## config.mk

```make
export PLATFORM = sky130hd
export DESIGN_NAME = ptwf_top
export DESIGN_NICKNAME = d
export VERILOG_FILES = /design/src/ptwf_pkg.sv /design/src/ptwf_axil_slave.sv /design/src/ptwf_top.sv
export SDC_FILE = /design/constraint.sdc
export NUM_CORES = 2
export LEC_CHECK = 0
export BUFFER_PORTS_ARGS = -buffer_cell sky130_fd_sc_hd__buf_2
export CAP_MARGIN = 0
export CORE_MARGIN = 1
export CORE_UTILIZATION = 59
export DETAILED_ROUTE_END_ITERATION = 8
export PLACE_DENSITY_LB_ADDON = 0.2
export SLEW_MARGIN = 20
export SYNTH_ARGS = -nofsm -noshare
export SYNTH_HDL_FRONTEND = slang
export SYNTH_SLANG_ARGS = --single-unit
```

## constraint.sdc

```tcl
create_clock -name I_CLK -period 9.5 [get_ports I_CLK]
set_clock_uncertainty 0.2 [all_clocks]
set_input_delay 0.95 -clock I_CLK [delete_from_list [all_inputs] [get_ports I_CLK]]
set_output_delay 0.95 -clock I_CLK [all_outputs]
set_load 0.02 [all_outputs]
```

## src/ptwf_pkg.sv

```systemverilog
// ptwf_pkg: constants, types and helpers for the trigger output waveform block
// assumes a 250 MHz system clock and a 32-bit nanosecond system time from outside

package ptwf_pkg;

   localparam int NUM_UNITS = 4;
   localparam int UNIT_IDX_W = 2;
   localparam int AXI_ADDR_W = 16;
   // clock period and pulse width unit, both in ns
   localparam int CLK_NS = 4;
   localparam int PW_UNIT_NS = 8;
   localparam int PW_CYC_PER_UNIT = PW_UNIT_NS / CLK_NS;

   ////////////////////////////////////////////////////////////////////////////
   // register byte offsets
   localparam logic [15:0] OFS_UNIT_INDEX = 16'h0520;
   localparam logic [15:0] OFS_ENABLE = 16'h0524;
   localparam logic [15:0] OFS_STATUS = 16'h0528;
   localparam logic [15:0] OFS_TARGET = 16'h0530;
   localparam logic [15:0] OFS_CTRL1 = 16'h0538;
   localparam logic [15:0] OFS_CTRL2 = 16'h053c;
   localparam logic [15:0] OFS_CTRL3 = 16'h0540;
   localparam logic [15:0] OFS_CTRL4 = 16'h0544;
   localparam logic [15:0] OFS_CTRL5 = 16'h0548;

   // field positions and masks
   localparam int CASC_EN_BIT = 31;
   localparam int TAIL_BIT = 30;
   localparam int NOW_BIT = 25;
   localparam int EDGE_BIT = 23;
   localparam int PAT_LSB = 20;
   localparam int COUNT_LSB = 16;
   localparam int PW_FULL_W = 24;
   localparam logic [31:0] CTRL1_WMASK = 32'hcff0_ffff;
   localparam logic [31:0] CTRL5_WMASK = 32'h00ff_ffff;
   localparam logic [31:0] FULL_WMASK = 32'hffff_ffff;
   localparam logic [31:0] REG_RESET = 32'h0000_0000;
   localparam logic WAVE_RESET = 1'b1;

   // pattern selector codes
   localparam logic [2:0] PAT_FALL = 3'h0;
   localparam logic [2:0] PAT_RISE = 3'h1;
   localparam logic [2:0] PAT_NPULSE = 3'h2;
   localparam logic [2:0] PAT_PPULSE = 3'h3;
   localparam logic [2:0] PAT_NPER = 3'h4;
   localparam logic [2:0] PAT_PPER = 3'h5;
   localparam logic [2:0] PAT_SHIFT = 3'h6;
   localparam logic [2:0] PAT_RSVD = 3'h7;

   localparam logic [1:0] RESP_OKAY = 2'h0;
   localparam logic [1:0] RESP_SLVERR = 2'h2;

   typedef enum logic [1:0] {ST_IDLE, ST_ARMED, ST_RUN, ST_DONE} ptwf_state_t;

   // one committed register write
   typedef struct packed {
      logic valid;
      logic [AXI_ADDR_W-1:0] addr;
      logic [31:0] data;
      logic [3:0] strb;
   } ptwf_wr_t;

   // byte-lane merge, reserved bits forced to zero
   function automatic logic [31:0] ptwf_merge(input logic [31:0] old, input logic [31:0] data,
                                              input logic [3:0] strb, input logic [31:0] mask);
      logic [31:0] res;
      res = old;
      for (int b = 0; b < 4; b++) begin
         if (strb[b]) begin
            res[8*b +: 8] = data[8*b +: 8];
         end
      end
      return res & mask;
   endfunction

   function automatic logic ptwf_mapped(input logic [AXI_ADDR_W-1:0] a);
      return (a == OFS_UNIT_INDEX) || (a == OFS_ENABLE) || (a == OFS_STATUS) ||
             (a == OFS_TARGET) || (a == OFS_CTRL1) || (a == OFS_CTRL2) ||
             (a == OFS_CTRL3) || (a == OFS_CTRL4) || (a == OFS_CTRL5);
   endfunction

   // a zero length would never end a phase, so clamp to one cycle
   function automatic logic [31:0] ptwf_min1(input logic [31:0] v);
      return (v == 32'h0) ? 32'h1 : v;
   endfunction

endpackage

```

## src/ptwf_axil_slave.sv

```systemverilog
// ptwf_axil_slave: AXI4-Lite slave front end for the trigger waveform registers
// assumes the top supplies read data combinationally from the read address
`timescale 1ns/1ps

module ptwf_axil_slave (
   input wire logic i_clk, // system clock
   input wire logic i_reset_n, // async reset, active low
   input wire logic i_awvalid, // write address valid
   output logic o_awready, // write address ready
   input wire logic [ptwf_pkg::AXI_ADDR_W-1:0] i_awaddr, // write address
   input wire logic i_wvalid, // write data valid
   output logic o_wready, // write data ready
   input wire logic [31:0] i_wdata, // write data
   input wire logic [3:0] i_wstrb, // byte strobes
   output logic o_bvalid, // write response valid
   input wire logic i_bready, // write response ready
   output logic [1:0] o_bresp, // write response
   input wire logic i_arvalid, // read address valid
   output logic o_arready, // read address ready
   input wire logic [ptwf_pkg::AXI_ADDR_W-1:0] i_araddr, // read address
   output logic o_rvalid, // read data valid
   input wire logic i_rready, // read data ready
   output logic [31:0] o_rdata, // read data
   output logic [1:0] o_rresp, // read response
   input wire logic [31:0] i_rd_data, // register value at i_araddr
   output ptwf_pkg::ptwf_wr_t o_wr // committed write, one-cycle pulse
);
   import ptwf_pkg::*;

   logic aw_full_reg, w_full_reg, bvalid_reg, rvalid_reg;
   logic [AXI_ADDR_W-1:0] awaddr_reg;
   logic [31:0] wdata_reg, rdata_reg;
   logic [3:0] wstrb_reg;
   logic [1:0] bresp_reg, rresp_reg;
   logic commit;

   // address and data are held until both are present; one write at a time
   assign o_awready = !aw_full_reg;
   assign o_wready = !w_full_reg;
   assign commit = aw_full_reg && w_full_reg && !bvalid_reg;
   assign o_wr.valid = commit && ptwf_mapped(awaddr_reg);
   assign o_wr.addr = awaddr_reg;
   assign o_wr.data = wdata_reg;
   assign o_wr.strb = wstrb_reg;
   assign o_bvalid = bvalid_reg;
   assign o_bresp = bresp_reg;
   assign o_arready = !rvalid_reg;
   assign o_rvalid = rvalid_reg;
   assign o_rdata = rdata_reg;
   assign o_rresp = rresp_reg;

   // write address holding
   always_ff @(posedge i_clk or negedge i_reset_n) begin
      if (!i_reset_n) begin
         aw_full_reg <= 1'b0;
         awaddr_reg <= '0;
      end else if (commit) begin
         aw_full_reg <= 1'b0;
      end else if (i_awvalid && !aw_full_reg) begin
         aw_full_reg <= 1'b1;
         awaddr_reg <= i_awaddr;
      end
   end

   // write data holding
   always_ff @(posedge i_clk or negedge i_reset_n) begin
      if (!i_reset_n) begin
         w_full_reg <= 1'b0;
         wdata_reg <= 32'h0;
         wstrb_reg <= 4'h0;
      end else if (commit) begin
         w_full_reg <= 1'b0;
      end else if (i_wvalid && !w_full_reg) begin
         w_full_reg <= 1'b1;
         wdata_reg <= i_wdata;
         wstrb_reg <= i_wstrb;
      end
   end

   // write response; unmapped addresses are dropped with an error
   always_ff @(posedge i_clk or negedge i_reset_n) begin
      if (!i_reset_n) begin
         bvalid_reg <= 1'b0;
         bresp_reg <= RESP_OKAY;
      end else if (commit) begin
         bvalid_reg <= 1'b1;
         bresp_reg <= ptwf_mapped(awaddr_reg) ? RESP_OKAY : RESP_SLVERR;
      end else if (i_bready) begin
         bvalid_reg <= 1'b0;
      end
   end

   // read channel, data captured at the address handshake
   always_ff @(posedge i_clk or negedge i_reset_n) begin
      if (!i_reset_n) begin
         rvalid_reg <= 1'b0;
         rdata_reg <= 32'h0;
         rresp_reg <= RESP_OKAY;
      end else if (i_arvalid && !rvalid_reg) begin
         rvalid_reg <= 1'b1;
         rdata_reg <= ptwf_mapped(i_araddr) ? i_rd_data : 32'h0;
         rresp_reg <= ptwf_mapped(i_araddr) ? RESP_OKAY : RESP_SLVERR;
      end else if (i_rready) begin
         rvalid_reg <= 1'b0;
      end
   end

endmodule

```

## src/ptwf_top.sv

```systemverilog
// ptwf_top: four time-triggered waveform output units behind an AXI4-Lite slave
// assumes I_SYS_TIME is a nanosecond count synchronous to I_CLK
//
// Our own choice: the AXI4-Lite interface to the registers.
`timescale 1ns/1ps

module ptwf_top (
   input wire logic I_CLK, // 250 MHz system clock
   input wire logic I_RESET_N, // async reset, active low
   input wire logic [31:0] I_SYS_TIME, // local system time, ns
   input wire logic I_AWVALID, // write address valid
   output logic O_AWREADY, // write address ready
   input wire logic [ptwf_pkg::AXI_ADDR_W-1:0] I_AWADDR, // write address
   input wire logic I_WVALID, // write data valid
   output logic O_WREADY, // write data ready
   input wire logic [31:0] I_WDATA, // write data
   input wire logic [3:0] I_WSTRB, // byte strobes
   output logic O_BVALID, // write response valid
   input wire logic I_BREADY, // write response ready
   output logic [1:0] O_BRESP, // write response
   input wire logic I_ARVALID, // read address valid
   output logic O_ARREADY, // read address ready
   input wire logic [ptwf_pkg::AXI_ADDR_W-1:0] I_ARADDR, // read address
   output logic O_RVALID, // read data valid
   input wire logic I_RREADY, // read data ready
   output logic [31:0] O_RDATA, // read data
   output logic [1:0] O_RRESP, // read response
   output logic [ptwf_pkg::NUM_UNITS-1:0] O_TRIG_OUT // trigger output pins
);
   import ptwf_pkg::*;

   ////////////////////////////////////////////////////////////////////////////
   // shared state

   ptwf_wr_t wr;
   logic [31:0] rd_data;
   logic [UNIT_IDX_W-1:0] idx_reg;
   logic [NUM_UNITS-1:0] en_reg;
   logic [NUM_UNITS-1:0] running, done, tail_done;
   logic chain_stop;
   logic [31:0] tgt_q [NUM_UNITS];
   logic [31:0] c1_q [NUM_UNITS];
   logic [31:0] c2_q [NUM_UNITS];
   logic [31:0] c3_q [NUM_UNITS];
   logic [31:0] c4_q [NUM_UNITS];
   logic [31:0] c5_q [NUM_UNITS];

   // output level at a given point of a run
   function automatic logic wave_at(input logic [2:0] pat, input logic [31:0] pos,
                                    input logic [31:0] pw, input logic [3:0] bi,
                                    input logic [15:0] bits);
      logic lvl;
      lvl = 1'b0;
      case (pat)
         PAT_FALL: lvl = 1'b0;
         PAT_RISE: lvl = 1'b1;
         PAT_NPULSE, PAT_NPER: lvl = (pos >= pw);
         PAT_PPULSE, PAT_PPER: lvl = (pos < pw);
         PAT_SHIFT: lvl = bits[4'hf - bi];
         default: lvl = 1'b0;
      endcase
      return lvl;
   endfunction

   ////////////////////////////////////////////////////////////////////////////
   // bus front end

   ptwf_axil_slave u_bus (
      .i_clk(I_CLK),
      .i_reset_n(I_RESET_N),
      .i_awvalid(I_AWVALID),
      .o_awready(O_AWREADY),
      .i_awaddr(I_AWADDR),
      .i_wvalid(I_WVALID),
      .o_wready(O_WREADY),
      .i_wdata(I_WDATA),
      .i_wstrb(I_WSTRB),
      .o_bvalid(O_BVALID),
      .i_bready(I_BREADY),
      .o_bresp(O_BRESP),
      .i_arvalid(I_ARVALID),
      .o_arready(O_ARREADY),
      .i_araddr(I_ARADDR),
      .o_rvalid(O_RVALID),
      .i_rready(I_RREADY),
      .o_rdata(O_RDATA),
      .o_rresp(O_RRESP),
      .i_rd_data(rd_data),
      .o_wr(wr)
   );

   // unit index and enable bits, both in byte lane 0
   always_ff @(posedge I_CLK or negedge I_RESET_N) begin
      if (!I_RESET_N) begin
         idx_reg <= '0;
         en_reg <= '0;
      end else if (wr.valid && wr.strb[0]) begin
         if (wr.addr == OFS_UNIT_INDEX) begin
            idx_reg <= wr.data[UNIT_IDX_W-1:0];
         end
         if (wr.addr == OFS_ENABLE) begin
            en_reg <= wr.data[NUM_UNITS-1:0];
         end
      end
   end

   // read mux; per-unit registers show the indexed unit only
   always_comb begin
      rd_data = 32'h0;
      case (I_ARADDR)
         OFS_UNIT_INDEX: rd_data = 32'(idx_reg);
         OFS_ENABLE: rd_data = 32'(en_reg);
         OFS_STATUS: rd_data = 32'({done, running});
         OFS_TARGET: rd_data = tgt_q[idx_reg];
         OFS_CTRL1: rd_data = c1_q[idx_reg];
         OFS_CTRL2: rd_data = c2_q[idx_reg];
         OFS_CTRL3: rd_data = c3_q[idx_reg];
         OFS_CTRL4: rd_data = c4_q[idx_reg];
         OFS_CTRL5: rd_data = c5_q[idx_reg];
         default: rd_data = 32'h0;
      endcase
   end

   // chain ends once any tail unit has finished
   assign chain_stop = |tail_done;

   ////////////////////////////////////////////////////////////////////////////
   // one waveform engine per trigger unit

   for (genvar u = 0; u < NUM_UNITS; u++) begin : g_unit
      logic [31:0] c1_reg, c2_reg, c3_reg, c4_reg, c5_reg, tgt_reg;
      ptwf_state_t state_reg;
      logic [31:0] pos_reg;
      logic [15:0] rep_reg, iter_reg;
      logic [3:0] bit_reg;
      logic wave_reg, neg_reg;
      logic sel, c1_wr, fire, idle_lvl, pos_last, rep_last, finish, stop, pulse, advance;
      logic [2:0] pat;
      logic [15:0] count;
      logic [31:0] pw_cyc, cyc_cyc, len_cyc, pos_nxt, diff;
      logic [3:0] bit_nxt;

      // writes land in the indexed unit
      assign sel = wr.valid && (idx_reg == UNIT_IDX_W'(u));
      assign c1_wr = sel && (wr.addr == OFS_CTRL1);
      assign pat = c1_reg[PAT_LSB +: 3];
      assign pulse = (pat == PAT_NPULSE) || (pat == PAT_PPULSE);
      assign idle_lvl = (pat != PAT_SHIFT) && !pat[0];
      assign count = c3_reg[COUNT_LSB +: 16];

      // pulse width in 8 ns units with extension byte
      assign pw_cyc = ptwf_min1(32'(c5_reg[PW_FULL_W-1:0]) * 32'(PW_CYC_PER_UNIT));
      // ns period; the floor keeps a phase at least one clock
      assign cyc_cyc = ptwf_min1(c2_reg / 32'(CLK_NS));
      assign len_cyc = pulse ? pw_cyc : cyc_cyc;

      // position, bit and repeat stepping
      assign pos_last = (pos_reg >= len_cyc - 32'h1);
      assign rep_last = (count != 16'h0) && (rep_reg + 16'h1 == count);
      assign finish = pos_last && (pulse || rep_last);
      assign pos_nxt = pos_last ? 32'h0 : pos_reg + 32'h1;
      assign bit_nxt = pos_last ? bit_reg + 4'h1 : bit_reg;

      // exact arrival, or already past with the immediate bit
      assign diff = I_SYS_TIME - tgt_reg;
      assign fire = (pat != PAT_RSVD) &&
                    ((diff == 32'h0) || (c1_reg[NOW_BIT] && !diff[31]));

      // non-tail cascade units stop with the tail of the chain
      assign stop = chain_stop && c1_reg[CASC_EN_BIT] && !c1_reg[TAIL_BIT];
      assign advance = (state_reg == ST_RUN) && finish && c1_reg[CASC_EN_BIT] && !stop;

      // configuration registers of this unit
      always_ff @(posedge I_CLK or negedge I_RESET_N) begin
         if (!I_RESET_N) begin
            c1_reg <= REG_RESET;
            c2_reg <= REG_RESET;
            c3_reg <= REG_RESET;
            c4_reg <= REG_RESET;
            c5_reg <= REG_RESET;
         end else if (sel) begin
            case (wr.addr)
               OFS_CTRL1: c1_reg <= ptwf_merge(c1_reg, wr.data, wr.strb, CTRL1_WMASK);
               OFS_CTRL2: c2_reg <= ptwf_merge(c2_reg, wr.data, wr.strb, FULL_WMASK);
               // pattern bits share this word with the count
               OFS_CTRL3: c3_reg <= ptwf_merge(c3_reg, wr.data, wr.strb, FULL_WMASK);
               OFS_CTRL4: c4_reg <= ptwf_merge(c4_reg, wr.data, wr.strb, FULL_WMASK);
               OFS_CTRL5: c5_reg <= ptwf_merge(c5_reg, wr.data, wr.strb, CTRL5_WMASK);
               default: ;
            endcase
         end
      end

      // target time; a software write beats a cascade step
      always_ff @(posedge I_CLK or negedge I_RESET_N) begin
         if (!I_RESET_N) begin
            tgt_reg <= REG_RESET;
         end else if (sel && (wr.addr == OFS_TARGET)) begin
            tgt_reg <= ptwf_merge(tgt_reg, wr.data, wr.strb, FULL_WMASK);
         end else if (advance) begin
            // next pass starts one pass period later
            tgt_reg <= tgt_reg + c4_reg;
         end
      end

      // run sequencer and output level
      always_ff @(posedge I_CLK or negedge I_RESET_N) begin
         if (!I_RESET_N) begin
            state_reg <= ST_IDLE;
            pos_reg <= 32'h0;
            rep_reg <= 16'h0;
            iter_reg <= 16'h0;
            bit_reg <= 4'h0;
            wave_reg <= WAVE_RESET;
         end else if (c1_wr || !en_reg[u]) begin
            // reprogramming or disabling returns to idle
            state_reg <= ST_IDLE;
            wave_reg <= idle_lvl;
            iter_reg <= 16'h0;
         end else begin
            unique case (state_reg)
               ST_IDLE: begin
                  wave_reg <= idle_lvl;
                  iter_reg <= 16'h0;
                  state_reg <= ST_ARMED;
               end
               ST_ARMED: begin
                  if (stop) begin
                     state_reg <= ST_DONE;
                  end else if (fire) begin
                     pos_reg <= 32'h0;
                     rep_reg <= 16'h0;
                     bit_reg <= 4'h0;
                     wave_reg <= wave_at(pat, 32'h0, pw_cyc, 4'h0, c3_reg[15:0]);
                     // single edges hold their new level
                     if ((pat == PAT_FALL) || (pat == PAT_RISE)) begin
                        state_reg <= ST_DONE;
                     end else begin
                        state_reg <= ST_RUN;
                     end
                  end
               end
               ST_RUN: begin
                  if (stop) begin
                     state_reg <= ST_DONE;
                     wave_reg <= idle_lvl;
                  end else if (finish) begin
                     // finite runs end at the idle level
                     wave_reg <= idle_lvl;
                     iter_reg <= iter_reg + 16'h1;
                     // tail stops after field plus one passes
                     if (!c1_reg[CASC_EN_BIT] ||
                         (c1_reg[TAIL_BIT] && (iter_reg == c1_reg[15:0]))) begin
                        state_reg <= ST_DONE;
                     end else begin
                        state_reg <= ST_ARMED;
                     end
                  end else begin
                     // step phase, bit and repeat count
                     pos_reg <= pos_nxt;
                     bit_reg <= bit_nxt;
                     if (pos_last) begin
                        rep_reg <= rep_reg + 16'h1;
                     end
                     wave_reg <= wave_at(pat, pos_nxt, pw_cyc, bit_nxt, c3_reg[15:0]);
                  end
               end
               ST_DONE: begin
               end
            endcase
         end
      end

      // half-cycle copy for falling-edge launch
      always_ff @(negedge I_CLK or negedge I_RESET_N) begin
         if (!I_RESET_N) begin
            neg_reg <= WAVE_RESET;
         end else begin
            neg_reg <= wave_reg;
         end
      end

      // edge select picks the launching clock edge
      assign O_TRIG_OUT[u] = c1_reg[EDGE_BIT] ? neg_reg : wave_reg;

      // exports for the read mux and chain control
      assign running[u] = (state_reg == ST_RUN);
      assign done[u] = (state_reg == ST_DONE);
      assign tail_done[u] = done[u] && c1_reg[CASC_EN_BIT] && c1_reg[TAIL_BIT];
      assign tgt_q[u] = tgt_reg;
      assign c1_q[u] = c1_reg;
      assign c2_q[u] = c2_reg;
      assign c3_q[u] = c3_reg;
      assign c4_q[u] = c4_reg;
      assign c5_q[u] = c5_reg;
   end

endmodule

```

* Word level (Yosys, flattened, before mapping)
Index checks and enable logic that the tools add are counted.
Operators by class: add/subtract/negate cells 32, order comparisons 25, equal/unequal tests 133, muxes and demuxes 218, bitwise operators 6, reductions and logical operators 309
Operators by type and width (count):
- two-way mux 32 bit | 41
- two-way mux 16 bit | 32
- binary-select mux 32 bit (select 2 bit) | 6
- equality test 16 x 11 -> 1 bit (second input constant) | 18
- one-hot mux 32 bit (9 select lines) | 1
- AND reduction 3 bit | 88
- zero test 32 bit | 8
- one-hot mux 16 bit (2 select lines) | 8
- one-hot mux 32 bit (2 select lines) | 4
- two-way mux 30 bit | 8
- adder 16 x 1 -> 16 bit (second input constant) | 8
- adder 32 x 1 -> 32 bit (second input constant) | 4
- adder 32 bit | 4
- equality test 16 bit | 8
- greater-or-equal comparator 32 x 25 -> 1 bit | 4
- greater-or-equal comparator 32 bit | 4
- less-than comparator 32 x 25 -> 1 bit | 4
- subtractor 32 bit | 4
- subtractor 30 x 1 -> 31 bit (second input constant) | 4
- zero test 26 bit | 4
- greater-or-equal comparator 1 x 25 -> 1 bit (first input constant) | 4
- less-than comparator 1 x 25 -> 1 bit (first input constant) | 4
- two-way mux 25 bit | 4
- two-way mux 4 bit | 20
- other kinds (40) | 429
Word-level totals: register bits 1098, input bits 107, output and inout bits 45, word-level logic and storage cells 855

* Depth between registers and ports, before layout
word-level depth 15, depth in mapped cells 45, depth with buffers taken out 39

* Cells and area by module
Synthesis repeated with hierarchy kept, for this count alone.
Unflattened totals: cells, all modules 8675, area, all modules 80010.5 sq um
Modules (own cells, without submodules):
- ptwf_top | instances 1, cells an instance 8378, area each 76265.6 sq um, seq. area each 25184.2 sq um
- ptwf_axil_slave | instances 1, cells an instance 297, area each 3744.8 sq um, seq. area each 2252.2 sq um

==> summary.md <==
| Metric | Value |
|---|---|
| Initial antenna violation count | `25` |
| Worst slack, placed | `1230 ps` |
| Peak supply drop | `0.250 mV` |
| Die Y | `371 um` |
| Worst EP arrival | `9070 ps` |
| Worst path required time | `10020 ps` |
| Area contributors post-synth | `dfrtp_1, mux2_2, ha_1` |
| Input/output buffers | `149` |
| CTS Buf Count | `119` |
| Post-route clock period utilization | `90.0%` |
| Final hold violations | `0` |
| Critical path type | `flip-flop to flip-flop` |
| WP depth | `36` |
| Avg Cell Area, Syn | `9.41 um2` |
| Clk_lat worst skew | `800 ps` |
| Final setup fails | `0` |
| Slowest-stage cell, CP | `or3_1` |
| Mapped Area | `80200 um2` |
| Clk root buf | `clkbuf_16` |
| Synth unique cells | `106` |
| Number of max-cap violations | `0` |
| Post-CTS resize count | `0` |
| Util after Layout | `65.0%` |
| Post-synth ARST share | `100%` |
| RSZ-0062 raised after global routing | `no` |
| Fmax | `117 MHz` |
| Yosys warnings | `0` |
| Clock-pin slew on the worst setup and hold paths | `70 ps` |
| Routed len/inst | `30.5 um` |
| Pleak | `0.0394 uW` |
| Layout cells sized above 1 | `17.4%` |
| Remaining antenna violation count | `0` |
| Top delay family on crit path | `simple AND/OR/NAND/NOR gates` |
| H-tree depth | `3` |
| Hold WC Path Type | `primary input to async pin` |
| Crit. End Element | `flip-flop` |
| Drt via density | `7.02` |
| Min Tclk post-route | `8550 ps` |
| Starting Density | `59.8%` |
| PD cells | `138 nW/um2` |
| Top_reg_cell synth | `dfrtp_1` |
| CP most frequent cell | `nor2_1` |
| Top-count cell post-synth | `dfrtp_1` |
| CTS tree | `built` |
| Layout area overhead | `8.73%` |
| Largest net degree at the start of global routing | `171` |
| Slew @ Worst Pin | `1350 ps` |
| Top cells by count, synth | `dfrtp_1, nand2_1, nor2_1` |
| Die area | `137000 um2` |
| Rel. slew slack | `9.14%` |
| Seq cells post-synth | `1096` |
| Iter 0 DRT Violations | `10400` |
| EDFF count, synth | `0` |
| Global-route wire length before repair | `463000 um` |
| Clk sinks | `1096` |
| CP max FO | `32` |
| # nets final | `9155` |
| Slew Limit Fails | `0` |
| Routed vias | `73100` |
| Final setup TNS | `0 ps` |
| GRT overflow | `0` |
| Post-DP HPWL | `243000 um` |
| Site Rows | `134` |
| Syn Inst Count | `8528` |
| Outcome | `finished, final reports clean` |
| Drt drc | `0` |
| Core ar. | `134000 um2` |
| Boundary Pins | `152` |
| Worst reg-to-reg path cell count | `36` |
| CTS max path bufs | `3` |
| Synth area leader | `dfrtp_1` |
| Die span in x | `371 um` |
| Sequential fraction of the synthesis area | `34.2%` |
| Worst Setup Slack, final | `948 ps` |
| GRT Total Usage | `45.8%` |
| Vias in the first global route | `68800` |
| Drt first pass iters | `9` |
| Detailed Route WL | `318000 um` |
| Post-synth top area share | `33.9%` |
| Slowest stage delay, CP | `520 ps` |
| GP Congestion | `1.03` |
| Worst setup SP type | `flip-flop` |
| Post-CTS Setup Bufs | `0` |
| Buf/Inv on CP | `1` |
| Cts hold-fix bufs | `0` |
-- worst paths after layout --
kind	slack, ps	startpoint	endpoint
min reg2reg	280	u_bus.o_rdata[29]	u_bus.o_rdata[29]
min in group I_CLK	160	I_BREADY	u_bus.o_bvalid
max	950	g_unit[2].c2_reg[28]	g_unit[2].wave_reg
max reg2reg	950	g_unit[2].c2_reg[28]	g_unit[2].wave_reg
max in group asynchronous	3710	I_RESET_N	g_unit[1].neg_reg
min	60	I_RESET_N	g_unit[3].pos_reg[2]
-- stage by stage --
stage	hold slack, ps	power (uW)	area [um2]	instances
final	62.1	12000	87200	10400
after floorplan	268	5760	80200	8529
after detailed placement	264	6770	82800	10200
after CTS	114	11900	87100	10400
after global placement	260	6750	82800	10200
after global routing	112	12200	87200	10400
-- worst register-to-register path, delay by kind of cell, from the launching register on --
family,cells,cell delay (ps)
AND/OR/NAND/NOR,17,3350
AO/OA/AOI/OAI,15,3250
adder cells (fa/ha/maj),3,840
buffers and inverters,1,370
flip-flops,1,500
-- cells by family after synthesis --
kind of cell             count (synthesis)  synth area share (%)
other                                    1               0.00468
buffers and inverters                  751                  3.61
multiplexers                           958                  16.1
adder cells (fa/ha/maj)                516                  8.09
AO/OA/AOI/OAI                         1960                  15.8
AND/OR/NAND/NOR                       2700                  16.2
XOR/XNOR                               546                  5.96
flip-flops                            1096                  34.2
-- layer usage --
metal	vias to the layer above	routed length [um]	global-route usage (%)
li1	31400	-	-
met3	980	45300	16.8
met2	4823	126000	62.2
met5	-	361	0
met4	24	20100	24.4
met1	35900	126000	63.0
-- power breakdown --
| part | internal [uW] | switching, uW | leakage, uW | total (uW) |
|---|---|---|---|---|
| Sequential | 4780 | 494 | 0.0148 | 5280 |
| Combinational | 378 | 1150 | 0.0224 | 1530 |
| Clock | 3020 | 2180 | 0.00211 | 5200 |
-- cell usage in the layout, fill, tap and decap left out, types with 260 or more instances in the layout --
master / n
dfrtp_1: 1075
nand2_1: 752
nor2_1: 683
mux2_2: 660
a21oi_1: 529
ha_1: 509
o21ai_0: 472
inv_1: 355
xnor2_1: 297
nand3_1: 260
-- cell type report --
type,count,area [um2]
inverter,352,1320
clock inverter,77,1030
tap,1768,2210
sequential,1096,27500
clock buffer,149,3300
timing repair buffer,277,1760
fill,10900,46900
multi-input combinational,6682,50100
antenna,12,30.0
Note: power is estimated with default switching activity, not from simulation.
